<file path="config.mk">
export PLATFORM = sky130hd
export DESIGN_NAME = lpt_translator
export DESIGN_NICKNAME = d
export VERILOG_FILES = /design/src/core/lpt_pkg.sv /design/src/core/lpt_translator.sv /design/src/core/lpt_walk_addr.sv
export VERILOG_INCLUDE_DIRS = /design/src /design/src/core
export SDC_FILE = /design/constraint.sdc
export NUM_CORES = 1
export LEC_CHECK = 0
export BUFFER_PORTS_ARGS = -buffer_cell sky130_fd_sc_hd__buf_2
export CAP_MARGIN = 30
export CORE_ASPECT_RATIO = 2
export CORE_MARGIN = 3
export CORE_UTILIZATION = 34
export CTS_CLUSTER_SIZE = 20
export DETAILED_ROUTE_END_ITERATION = 6
export PLACE_DENSITY = 0.69
export REMOVE_ABC_BUFFERS = 1
export SLEW_MARGIN = 30
export SYNTH_ARGS = -nofsm -noshare
export SYNTH_HDL_FRONTEND = slang
export SYNTH_SLANG_ARGS = --single-unit
</file>
<file path="constraint.sdc">
create_clock -name sys_clk -period 2.15 [get_ports sys_clk]
set_input_delay 0.1075 -clock sys_clk [delete_from_list [all_inputs] [get_ports sys_clk]]
set_output_delay 0.1075 -clock sys_clk [all_outputs]
set_load 0.02 [all_outputs]
</file>
<file path="src/core/lpt_map.svh">
// address map, field positions, reset values and widths of the page translator
`ifndef LPT_MAP_SVH
`define LPT_MAP_SVH

// ----------------------------------------------------------------
// register byte offsets
// ----------------------------------------------------------------
`define LPT_OFS_CTLZERO   8'h00
`define LPT_OFS_CTLFOUR   8'h04
`define LPT_OFS_DIRLO     8'h08
`define LPT_OFS_DIRHI     8'h0c
`define LPT_OFS_FEATURE   8'h10
`define LPT_OFS_STATUS    8'h14
`define LPT_OFS_PHYSLO    8'h18
`define LPT_OFS_PHYSHI    8'h1c

// ----------------------------------------------------------------
// control and feature bit positions
// ----------------------------------------------------------------
`define LPT_BIT_PAGING    31
`define LPT_BIT_LARGE     4
`define LPT_BIT_EXTEND    5
`define LPT_BIT_WIDEFEAT  17

// ----------------------------------------------------------------
// entry fields
// ----------------------------------------------------------------
`define LPT_ENT_PRESENT   0
`define LPT_ENT_SIZESEL   7
`define LPT_ENT_WIDEHI    16
`define LPT_ENT_WIDELO    13

// ----------------------------------------------------------------
// widths and reset values
// ----------------------------------------------------------------
`define LPT_PA_W          36
`define LPT_RST_CTLZERO   32'h0000_0000
`define LPT_RST_CTLFOUR   32'h0000_0000
`define LPT_RST_DIRBASE   36'h0_0000_0000
`define LPT_WIDE_FEATURE  1'b1

`endif

</file>
<file path="src/core/lpt_pkg.sv">
// types shared by the page translator files
package lpt_pkg;

	typedef enum logic [2:0] {
		LPT_IDLE = 3'b000,
		LPT_PTR  = 3'b001,
		LPT_DIR  = 3'b011,
		LPT_TBL  = 3'b010,
		LPT_DONE = 3'b110
	} lpt_state_t;

	typedef enum logic [1:0] {
		LPT_SZ_NONE = 2'h0,
		LPT_SZ_4K   = 2'h1,
		LPT_SZ_2M   = 2'h2,
		LPT_SZ_4M   = 2'h3
	} lpt_size_t;

endpackage

</file>
<file path="src/core/lpt_translator.sv">
// linear to physical page translator with apb control registers
// Notes on behaviour
// - paging_enable is bit 31 of control_word_zero; set turns translation on.
// - large_page_enable is bit 4 of control_word_four.
// - address_extension_enable is bit 5 of control_word_four.
// - extension widens physical addresses to 36 bits, only while paging.
// - large pages: 4 MB, or 2 MB with extension; otherwise 4 KB.
// - feature register bit 17 reports the wide large-page feature.
// - directory: 1024 entries of 32 bits in one 4 KB page.
// - table: 1024 entries of 32 bits; unused for large pages.
// - extension uses a top table of four 64-bit directory pointers.
// - page_size_select 0 means table; 1 means large page.
// - wide feature lets 4 MB entries reach 36-bit addresses.
// - 4 KB walk: linear bits 31..22 index the directory.
// - 4 KB walk: linear bits 21..12 index the table.
// - 4 KB walk: linear bits 11..0 are the page offset.
// - 4 MB page: directory entry gives base directly, no table read.
// - 4 MB page: linear bits 21..0 are the page offset.
// - plain mode limits 4 KB page addresses to 4 GB; wide 4 MB pages reach 36 bits.
// - more than 36 bits only where supported; this core has 36.
// - large_page_enable clear without extension: every directory entry locates a table.
// - a clear present bit in any walked entry raises a page fault.
//
// The placing of the registers and the APB interface to the registers were left to the implementer.
`timescale 1ns/10ps
`include "lpt_map.svh"

module lpt_translator
	import lpt_pkg::*;
(
	input  wire logic                sys_clk,
	input  wire logic                rst_b,
	input  wire logic                ce,
	// apb slave
	input  wire logic                psel,
	input  wire logic                penable,
	input  wire logic                pwrite,
	input  wire logic [7:0]          paddr,
	input  wire logic [31:0]         pwdata,
	input  wire logic [3:0]          pstrb,
	output logic [31:0]              prdata,
	output logic                     pready,
	output logic                     pslverr,
	// translation request
	input  wire logic                reqValid,
	input  wire logic [31:0]         reqLinear,
	output logic                     reqReady,
	output logic                     respValid,
	output logic [`LPT_PA_W-1:0]     respPhys,
	output logic                     respFault,
	output lpt_size_t                respSize,
	// table memory reads
	output logic                     memReq,
	output logic                     memWide,
	output logic [`LPT_PA_W-1:0]     memAddr,
	input  wire logic                memAck,
	input  wire logic [63:0]         memData
);

	lpt_state_t              state;
	lpt_state_t              next_state;
	logic [31:0]             ctlZero;
	logic [31:0]             ctlFour;
	logic [`LPT_PA_W-1:0]    dirBase;
	logic [31:0]             linLatch;
	logic                    modeExt;
	logic                    modeLarge;
	logic [`LPT_PA_W-1:0]    lastPhys;
	logic                    lastFault;
	lpt_size_t               lastSize;

	wire logic               pagingOn;
	wire logic               largeOn;
	wire logic               extOn;
	wire logic               apbAccess;
	wire logic               apbWrite;
	wire logic               apbHit;
	wire logic [31:0]        apbRdata;
	wire logic [31:0]        featureWord;
	wire logic [31:0]        statusWord;
	wire logic               reqTake;
	wire logic               ackTake;
	wire logic [31:0]        linSel;
	wire logic [63:0]        entryW;
	wire logic               entryHere;
	wire logic               entryLarge;
	wire logic               toTable;
	wire logic               walkExt;
	wire logic [23:0]        nextBase;
	wire logic [`LPT_PA_W-1:0] nextAddr;
	wire logic [`LPT_PA_W-1:0] physOut;
	wire logic [`LPT_PA_W-1:0] ptrAddr;
	lpt_size_t               pageSize;

	// ----------------------------------------------------------------
	// helpers
	// ----------------------------------------------------------------
	function automatic logic [31:0] laneMerge(input logic [31:0] old,
		input logic [31:0] wd, input logic [3:0] strb);
		logic [31:0] res;
		res = old;
		for (int i = 0; i < 4; i++) begin
			if (strb[i]) begin
				res[i*8 +: 8] = wd[i*8 +: 8];
			end
		end
		return res;
	endfunction

	function automatic logic isOffset(input logic [7:0] a, input logic [7:0] ofs);
		return a == ofs;
	endfunction

	// ----------------------------------------------------------------
	// mode flags
	// ----------------------------------------------------------------
	assign pagingOn = ctlZero[`LPT_BIT_PAGING];
	assign largeOn  = ctlFour[`LPT_BIT_LARGE];
	assign extOn    = ctlFour[`LPT_BIT_EXTEND];

	// ----------------------------------------------------------------
	// apb decode
	// ----------------------------------------------------------------
	assign apbAccess = psel && penable && pready;
	assign apbWrite  = apbAccess && pwrite && apbHit;
	assign apbHit = isOffset(paddr, `LPT_OFS_CTLZERO) || isOffset(paddr, `LPT_OFS_CTLFOUR)
		|| isOffset(paddr, `LPT_OFS_DIRLO) || isOffset(paddr, `LPT_OFS_DIRHI)
		|| isOffset(paddr, `LPT_OFS_FEATURE) || isOffset(paddr, `LPT_OFS_STATUS)
		|| isOffset(paddr, `LPT_OFS_PHYSLO) || isOffset(paddr, `LPT_OFS_PHYSHI);

	// feature word as reported for query input 1
	assign featureWord = {14'h0, `LPT_WIDE_FEATURE, 17'h0};
	assign statusWord = {26'h0, pagingOn && extOn, pagingOn, lastSize, lastFault,
		state != LPT_IDLE};

	assign apbRdata =
		isOffset(paddr, `LPT_OFS_CTLZERO) ? ctlZero :
		isOffset(paddr, `LPT_OFS_CTLFOUR) ? ctlFour :
		isOffset(paddr, `LPT_OFS_DIRLO)   ? dirBase[31:0] :
		isOffset(paddr, `LPT_OFS_DIRHI)   ? {28'h0, dirBase[35:32]} :
		isOffset(paddr, `LPT_OFS_FEATURE) ? featureWord :
		isOffset(paddr, `LPT_OFS_STATUS)  ? statusWord :
		isOffset(paddr, `LPT_OFS_PHYSLO)  ? lastPhys[31:0] :
		isOffset(paddr, `LPT_OFS_PHYSHI)  ? {28'h0, lastPhys[35:32]} : 32'h0;

	// ----------------------------------------------------------------
	// apb slave: one wait state, answer on the second access cycle
	// ----------------------------------------------------------------
	always_ff @(posedge sys_clk or negedge rst_b) begin
		if (!rst_b) begin
			pready  <= 1'b0;
			prdata  <= 32'h0;
			pslverr <= 1'b0;
		end else if (ce) begin
			pready  <= psel && penable && !pready;
			prdata  <= (psel && penable && !pready && !pwrite) ? apbRdata : 32'h0;
			pslverr <= psel && penable && !pready && !apbHit;
		end
	end

	always_ff @(posedge sys_clk or negedge rst_b) begin
		if (!rst_b) begin
			ctlZero <= `LPT_RST_CTLZERO;
			ctlFour <= `LPT_RST_CTLFOUR;
			dirBase <= `LPT_RST_DIRBASE;
		end else if (ce && apbWrite) begin
			if (isOffset(paddr, `LPT_OFS_CTLZERO)) begin
				ctlZero <= laneMerge(ctlZero, pwdata, pstrb)
					& (32'h1 << `LPT_BIT_PAGING);
			end
			if (isOffset(paddr, `LPT_OFS_CTLFOUR)) begin
				ctlFour <= laneMerge(ctlFour, pwdata, pstrb)
					& ((32'h1 << `LPT_BIT_LARGE) | (32'h1 << `LPT_BIT_EXTEND));
			end
			if (isOffset(paddr, `LPT_OFS_DIRLO)) begin
				dirBase[31:0] <= laneMerge(dirBase[31:0], pwdata, pstrb);
			end
			if (isOffset(paddr, `LPT_OFS_DIRHI) && pstrb[0]) begin
				dirBase[35:32] <= pwdata[3:0];
			end
		end
	end

	// ----------------------------------------------------------------
	// walk datapath
	// ----------------------------------------------------------------
	assign reqTake = reqValid && reqReady;
	assign ackTake = memReq && memAck;
	assign linSel  = (state == LPT_IDLE) ? reqLinear : linLatch;
	// 32-bit entries sit in the low word outside extended mode
	assign entryW    = modeExt ? memData : {32'h0, memData[31:0]};
	assign entryHere = entryW[`LPT_ENT_PRESENT];
	// size select honoured only under extension or large pages
	assign entryLarge = entryW[`LPT_ENT_SIZESEL] && (modeExt || modeLarge);
	assign toTable  = (state == LPT_DIR);
	// idle start is plain; an extended walk starts at ptrAddr, not the last walk's mode
	assign walkExt  = (state != LPT_IDLE) && modeExt;
	assign nextBase = (state == LPT_IDLE) ? dirBase[35:12] : entryW[35:12];
	assign ptrAddr  = {dirBase[35:5], linSel[31:30], 3'h0};

	always_comb begin
		pageSize = LPT_SZ_NONE;
		if (state == LPT_TBL) begin
			pageSize = LPT_SZ_4K;
		end else if (state == LPT_DIR && entryLarge) begin
			pageSize = modeExt ? LPT_SZ_2M : LPT_SZ_4M;
		end
	end

	lpt_walk_addr u_walk (
		.toTable   (toTable),
		.extMode   (walkExt),
		.wideFeat  (`LPT_WIDE_FEATURE && !modeExt),
		.tableBase (nextBase),
		.linear    (linSel),
		.entry     (entryW),
		.pageSize  (pageSize),
		.entryAddr (nextAddr),
		.physAddr  (physOut)
	);

	// ----------------------------------------------------------------
	// walk sequencer
	// ----------------------------------------------------------------
	always_comb begin
		next_state = state;
		case (state)
			LPT_IDLE: begin
				if (reqTake) begin
					if (!pagingOn) begin
						next_state = LPT_DONE;
					end else if (extOn) begin
						next_state = LPT_PTR;
					end else begin
						next_state = LPT_DIR;
					end
				end
			end
			LPT_PTR: begin
				if (ackTake) begin
					next_state = entryHere ? LPT_DIR : LPT_DONE;
				end
			end
			LPT_DIR: begin
				if (ackTake) begin
					if (!entryHere || entryLarge) begin
						next_state = LPT_DONE;
					end else begin
						next_state = LPT_TBL;
					end
				end
			end
			LPT_TBL: begin
				if (ackTake) begin
					next_state = LPT_DONE;
				end
			end
			LPT_DONE: next_state = LPT_IDLE;
			default:  next_state = LPT_IDLE;
		endcase
	end

	always_ff @(posedge sys_clk or negedge rst_b) begin
		if (!rst_b) begin
			state <= LPT_IDLE;
		end else if (ce) begin
			state <= next_state;
		end
	end

	// ----------------------------------------------------------------
	// request capture and table reads
	// ----------------------------------------------------------------
	always_ff @(posedge sys_clk or negedge rst_b) begin
		if (!rst_b) begin
			linLatch  <= 32'h0;
			modeExt   <= 1'b0;
			modeLarge <= 1'b0;
			memReq    <= 1'b0;
			memWide   <= 1'b0;
			memAddr   <= '0;
			reqReady  <= 1'b0;
		end else if (ce) begin
			reqReady <= (next_state == LPT_IDLE);
			if (state == LPT_IDLE && reqTake) begin
				linLatch  <= reqLinear;
				// widening only while paging is on
				modeExt   <= pagingOn && extOn;
				modeLarge <= pagingOn && largeOn;
				memWide   <= pagingOn && extOn;
				if (pagingOn) begin
					memReq  <= 1'b1;
					memAddr <= extOn ? ptrAddr : nextAddr;
				end
			end else if (ackTake) begin
				memReq <= 1'b0;
				if (entryHere && next_state != LPT_DONE) begin
					memReq   <= 1'b1;
					memAddr  <= nextAddr;
				end
			end
		end
	end

	// ----------------------------------------------------------------
	// answer
	// ----------------------------------------------------------------
	always_ff @(posedge sys_clk or negedge rst_b) begin
		if (!rst_b) begin
			respValid <= 1'b0;
			respPhys  <= '0;
			respFault <= 1'b0;
			respSize  <= LPT_SZ_NONE;
			lastPhys  <= '0;
			lastFault <= 1'b0;
			lastSize  <= LPT_SZ_NONE;
		end else if (ce) begin
			respValid <= 1'b0;
			if (state == LPT_IDLE && reqTake && !pagingOn) begin
				// plain linear pass-through, top bits zero
				respValid <= 1'b1;
				respPhys  <= {4'h0, reqLinear};
				respFault <= 1'b0;
				respSize  <= LPT_SZ_NONE;
				lastPhys  <= {4'h0, reqLinear};
				lastFault <= 1'b0;
				lastSize  <= LPT_SZ_NONE;
			end else if (ackTake && !entryHere) begin
				respValid <= 1'b1;
				respPhys  <= '0;
				respFault <= 1'b1;
				respSize  <= LPT_SZ_NONE;
				lastPhys  <= '0;
				lastFault <= 1'b1;
				lastSize  <= LPT_SZ_NONE;
			end else if (ackTake && pageSize != LPT_SZ_NONE) begin
				// outside extended mode entries are 32 bits: 4 GB unless wide
				respValid <= 1'b1;
				respPhys  <= physOut;
				respFault <= 1'b0;
				respSize  <= pageSize;
				lastPhys  <= physOut;
				lastFault <= 1'b0;
				lastSize  <= pageSize;
			end
		end
	end

endmodule

</file>
<file path="src/core/lpt_walk_addr.sv">
// table entry address and physical address forming
`timescale 1ns/10ps
`include "lpt_map.svh"

module lpt_walk_addr
	import lpt_pkg::*;
(
	input  wire logic               toTable,
	input  wire logic               extMode,
	input  wire logic               wideFeat,
	input  wire logic [23:0]        tableBase,
	input  wire logic [31:0]        linear,
	input  wire logic [63:0]        entry,
	input  wire lpt_size_t          pageSize,
	output logic [`LPT_PA_W-1:0]    entryAddr,
	output logic [`LPT_PA_W-1:0]    physAddr
);

	wire logic [`LPT_PA_W-1:0] dirAddr;
	wire logic [`LPT_PA_W-1:0] tblAddr;
	wire logic [3:0]           wideHi;

	// ----------------------------------------------------------------
	// entry address
	// ----------------------------------------------------------------
	assign dirAddr = extMode ? {tableBase, linear[29:21], 3'h0}
		: {tableBase, linear[31:22], 2'h0};
	assign tblAddr = extMode ? {tableBase, linear[20:12], 3'h0}
		: {tableBase, linear[21:12], 2'h0};
	assign entryAddr = toTable ? tblAddr : dirAddr;

	// ----------------------------------------------------------------
	// physical address
	// ----------------------------------------------------------------
	assign wideHi = wideFeat ? entry[`LPT_ENT_WIDEHI:`LPT_ENT_WIDELO] : 4'h0;

	always_comb begin
		case (pageSize)
			LPT_SZ_4K: physAddr = {entry[35:12], linear[11:0]};
			LPT_SZ_2M: physAddr = {entry[35:21], linear[20:0]};
			LPT_SZ_4M: physAddr = {wideHi, entry[31:22], linear[21:0]};
			default:   physAddr = {4'h0, linear};
		endcase
	end

endmodule

</file>
# [Word-level counts from Yosys, hierarchy flattened]
# Cells that the tools add are included.
[word_totals] regBits=188 in_bits=148 out_inout_bits=113
[op_classes] n_eq_ne=15 n_mux=50 reduce_logical=54
[ops] operator="36-bit 2-to-1 mux" n=9
[ops] operator="32-bit 2-to-1 mux" n=9
[ops] operator="36-bit one-hot mux with 3 select lines" n=1
[ops] operator="12-bit 2-to-1 mux" n=3
[ops] operator="8-bit by 5-bit == test with 1-bit output, second input constant" n=4
[ops] operator="24-bit 2-to-1 mux" n=1
[ops] operator="1-bit logical AND" n=21
[ops] operator="3-bit 2-to-1 mux" n=7
[ops] operator="3-bit AND reduction" n=7
[ops] operator="8-bit by 4-bit == test with 1-bit output, second input constant" n=2
[ops] operator="2-bit 2-to-1 mux" n=6
[ops] operator="3-bit one-hot mux with 4 select lines" n=1
[ops] operator="1-bit 2-to-1 mux" n=11
[ops] operator="1-bit logical OR" n=9
[ops] operator="8-bit by 3-bit == test with 1-bit output, second input constant" n=1
[ops] operator="8-bit zero test" n=1
[ops] operator="4-bit 2-to-1 mux" n=2
[ops] operator="3-bit by 2-bit == test with 1-bit output, second input constant" n=2
[ops] operator="3-bit zero test" n=2
[ops] operator="2-bit AND reduction" n=3
[ops] operator="2-bit nonzero test" n=3
[ops] operator="3-bit nonzero test" n=2
[ops] operator="1-bit zero test" n=5
[ops] operator="2-bit == test, second input constant" n=2
[ops] operator="other kinds (5)" n=5

# [Longest topological paths before layout]
[depth] ltp_word=11 ltp_mapped=8

# [By module]
# A second synthesis with hierarchy kept.
[unflattened] cells_unflattened=1091 hier_area_um2=10968.0
[modules_own_cells] module="lpt_translator" instances=1 cells_per_inst=997 area_per_inst_um2=9998.3 seq_area_each_um2=4704.5
[modules_own_cells] module="lpt_walk_addr" instances=1 cells_per_inst=94 area_per_inst_um2=969.7 seq_area_each_um2=0.0

# [Worst setup path after synthesis]
# Ideal clock, no wire load.
[synth_timing] path_kind="flip-flop to flip-flop" start="register reqReady" end="register memAddr[10]" t_arrival_ps=1967 required_ps=2025 path_slack_ps=58 stages_incl_launch_ff=7 n_path_buf=1 synth_period_minus_slack_ps=2092 path_cell_list="dfrtp_1 > or4b_4 > nor2_4 > nor4_1 > o21ai_4 > buf_6 > mux2_4"
[synth_between] elab_chain_cells=7
[synth_rtl] item="start, declared" line="lpt_translator.sv:47" source="output logic reqReady,"
[synth_rtl] item="start signal, assigned" line="lpt_translator.sv:284" source="reqReady <= (next_state == LPT_IDLE);"
[synth_rtl] item="1-bit logical AND *" line="lpt_translator.sv:187" source="assign reqTake = reqValid && reqReady;"
[synth_rtl] item="3-bit 2-to-1 mux" line="lpt_translator.sv:229" source="if (reqTake) begin"
[synth_rtl] item="3-bit one-hot mux with 4 select lines" line="lpt_translator.sv:227" source="case (state)"
[synth_rtl] item="3-bit != test" line="lpt_translator.sv:297" source="if (entryHere && next_state != LPT_DONE) begin"
[synth_rtl] item="1-bit logical AND" line="lpt_translator.sv:297"
[synth_rtl] item="2-bit nonzero test (no source line)"
[synth_rtl] item="4-bit AND reduction (no source line)"
[synth_rtl] item="end signal, assigned" line="lpt_translator.sv:293" source="memAddr <= extOn ? ptrAddr : nextAddr;"
[synth_rtl] item="end signal, assigned" line="lpt_translator.sv:299" source="memAddr <= nextAddr;"
[synth_rtl] item="end, declared" line="lpt_translator.sv:55" source="output logic [`LPT_PA_W-1:0] memAddr,"
# Mark *: on every way between the ends. The rest lies on a longest branch, timed or not.
# A chain may end at the register's enable or synchronous reset.

# [Worst setup path in the final report]
[layout_timing] start="register state[1]" end="register memAddr[30]"
[layout_between] elab_chain_cells=6
[layout_rtl] item="start, declared" line="lpt_translator.sv:60" source="lpt_state_t state;"
[layout_rtl] item="start signal, assigned" line="lpt_translator.sv:267" source="state <= next_state;"
[layout_rtl] item="3-bit by 2-bit == test with 1-bit output, or another cell as far along" line="lpt_translator.sv:227"
[layout_rtl] item="3-bit one-hot mux with 4 select lines" line="lpt_translator.sv:227"
[layout_rtl] item="3-bit != test" line="lpt_translator.sv:297"
[layout_rtl] item="1-bit logical AND" line="lpt_translator.sv:297"
[layout_rtl] item="2-bit nonzero test (no source line)"
[layout_rtl] item="4-bit AND reduction (no source line)"
# Several ways; a longest one is shown, not always the timed one. The select of a mux whose other input is x is not followed.

==> impl_metrics.csv <==
group,metric,value,unit
critical_path,slowest_delay,0.58,ns
pwr,ir_drop,0.584,mV
clock_network,clk_latency,0.45,ns
synthesis,synth_edf_count,0,
timing,hold_viol,0,
die,start_util,0.346,
critical_path,rr_worst_depth,6,
cells_and_area,syn_to_final_growth,34.1,%
critical_path,cp.depth,6,
timing,grt_setup_unrepaired,"yes",
die,die_h,240,um
critical_path,critPathArrivalTime,2.44,ns
cells_and_area,final_area,12500,um2
timing,fmax,0.477,GHz
cells_and_area,nNetsFinal,1247,
synthesis,synth_top_cell_by_area,"dfrtp_1",
synthesis,ys_warn_count,0,
synthesis,ys_types,57,
detailed_routing,vias_per_cell,5.36,
grt,grt_pass1_vias,8292,
grt,grt_util_met3,0.0412,
critical_path,rrSetupSlack,0.05,ns
synthesis,ys_seq_elements,186,
die,core.rowCount,85,
placed_design,gp_congestion,0.847,
timing,tns,0,ns
detailed_routing,drt-pass1-iter-count,6,
critical_path,end_kind,"register",
timing,max_slew_margin,0.583,
clock_network,ctsHtreeMaxLevel,4,
critical_path,required,2.49,ns
pwr,powerDensity,1090,nW/um2
clock_network,clk_pin_slew,0.07,ns
critical_path,path_buf_inv,1,
grt,grt_pass1_wl,48100,um
timing,fin_crit_sh,0.975,
hold_path,min_path_type,"in -> reg",
critical_path,crit_type,"reg -> reg",
synthesis,yosys-top-cells-area,"dfrtp_1 50%, mux2_2 14%, mux2i_1 4.8%",
clock_network,clockBufferDepth,2,
grt,use_met1,0.230,
critical_path,critPathMaxFanout,22,
critical_path,cp_cell_sequence,"or4b_4 -> nor2_4 -> nor4_1 -> o21ai_4 -> buf_12 -> mux2_1",
die,die_w,123,um
clock_network,cts_tree,"built",
placed_design,numPortBuffers,220,
critical_path,worstSetupStartpoint,"state[1]$_DFFE_PN0P_",
timing,hold_slack,0.0219,ns
synthesis,synth_cells,799,
timing,slew_violations,0,
grt,busiest_layer,"met2",
detailed_routing,drt_iter0_drc,341,
die,dieArea,29600,um2
cells_and_area,post_layout_nonfiller_instances,1464,
status,status,"complete, no violations",
synthesis,yosysTopAreaCellShare,0.498,
synthesis,yosysSeqAreaShare,0.498,
grt,grt_usage,0.219,
detailed_routing,drc_errors,0,
critical_path,slowest_stage,"or4b_4",
synthesis,syn_area,9340,um2
critical_path,crit_family,"simple AND/OR/NAND/NOR gates",
clock_network,ctsRootBufferMaster,"clkbuf_16",
placed_design,place_hpwl,23100,um
run,cap_violations,0,
grt,grt_overflow_total,0,
synthesis,ys.flop_type,"dfrtp_1",
timing,tightest_slew,0.625,ns
placed_design,postPlaceCellArea,11100,um2
grt,use_met2,0.399,
timing,fin_skew,0.0117,ns
synthesis,avgSynthCellArea,11.7,um2
die,io_pins,261,
detailed_routing,routed_wl,32000,um
die,core,27000,um2
detailed_routing,vias,7849,
critical_path,r2r_start,"state[1]$_DFFE_PN0P_",
clock_network,clock-sinks,186,
critical_path,r2r_end,"memAddr[30]$_DFFE_PN0P_",
synthesis,async_flop_share,1.00,
timing,min_period,2.10,ns
grt,antenna_found_initial,4,
detailed_routing,wire_per_inst,21.8,um
detailed_routing,final_antenna_net_count,0,
timing,setup_violations,0,
grt,grt_max_degree,62,
pwr,power_leakage,5.98,nW
placed_design,post-place-cells,1354,
critical_path,endpoint,"memAddr[30]$_DFFE_PN0P_",
cells_and_area,post_route_cells_drive_above_1_share,0.412,
clock_network,cts_made_buffers,17,
critical_path,timing.critical_path.from_type,"register",
## sequential cells by signal (all words and copies together) (netlist names), 2 cells and up
signal,count
dirBase,36
lastPhys,36
memAddr,34
linLatch,32
prdata,32
state,3
ctlFour,2
respSize,2
## metal layers
metal  vias to the layer above  share of wire
met3                        77          0.040
met5                         -              0
li1                       3575              -
met4                         0          0.051
met1                      3925           0.36
met2                       272           0.55
## Yosys cell counts, drive strengths merged, types with 15 or more instances
master	instances
nor2	34
o21ai	40
a21oi	16
dfrtp	186
clkbuf	25
mux2i	45
o2bb2ai	31
a22oi	46
inv	17
nand2	70
buf	32
a211oi	16
mux2	147
o31ai	15
## cell type report
cell class | count | area, um2
clock buffer | 20 | 457
timing repair buffer | 337 | 2350
sequential | 186 | 4650
multi-input combinational | 539 | 4380
clock inverter | 12 | 186
tap | 348 | 435
fill | 2570 | 14500
inverter | 18 | 67.6
antenna | 4 | 10.0
## through the flow
step	setup WS [ns]	power, mW	util
floorplan	-2.19	8.07	-
global placement	0.0189	9.83	0.410
detailed placement	-0.0120	9.94	0.410
CTS	0.0322	13.6	0.459
global route	-0.00467	14.4	0.464
finish	0.0531	13.6	0.464
## placed cells by master, fill, tap and decap left out, types with 6 or more instances in the layout
cell,n
buf_4,34
nor2_1,32
a22oi_1,43
nand2_1,69
buf_12,12
clkbuf_16,19
o21ai_0,37
a211oi_1,16
mux2_1,9
inv_1,17
mux2_4,22
dlygate4sd3_1,67
a221oi_1,7
buf_2,219
a21oi_1,15
o31ai_1,12
o32ai_1,6
mux2_2,116
mux2i_1,45
o2bb2ai_1,31
dfrtp_1,186
## power breakdown
| group | internal [mW] | switching [mW] |
|---|---|---|
| registers | 4.38 | 0.757 |
| clock network | 2.03 | 1.47 |
| logic | 2.37 | 2.64 |
| total | 8.78 | 4.86 |
## cell families after synthesis
| group | synth area share |
|---|---|
| AOI/OAI and AO/OA | 0.153 |
| buffers and inverters | 0.0404 |
| DFF | 0.498 |
| muxes | 0.233 |
| other | 0.000401 |
| and+or+nand+nor | 0.0747 |
## tightest hold or removal path, cell delays in order
cell    delay (ns)
buf_2         0.09
mux2_2        0.13
mux2_1        0.11
## worst min-delay path by stage
stage	start	to	slack (ns)	cells past startpoint
2_1_floorplan	rst_b	ctlFour[4]$_DFFE_PN0P_	-0.19	0
3_3_place_gp	rst_b	prdata[22]$_DFFE_PN0P_	0.14	1
3_5_place_dp	rst_b	memAddr[22]$_DFFE_PN0P_	0.14	1
4_1_cts	memData[27]	memAddr[27]$_DFFE_PN0P_	0.006	3
6_report	memData[29]	memAddr[29]$_DFFE_PN0P_	0.02	3
5_1_grt	memData[31]	memAddr[31]$_DFFE_PN0P_	0.02	3
## repair_timing
action,in CTS,in global routing
setup buffers,0,5
hold endpoints to repair,142,0
hold buffers,67,0
gates cloned,0,2
gates resized for setup,1,10
pin swaps,0,1
setup endpoints to repair,6,21
(Power assumes the default switching activity.)
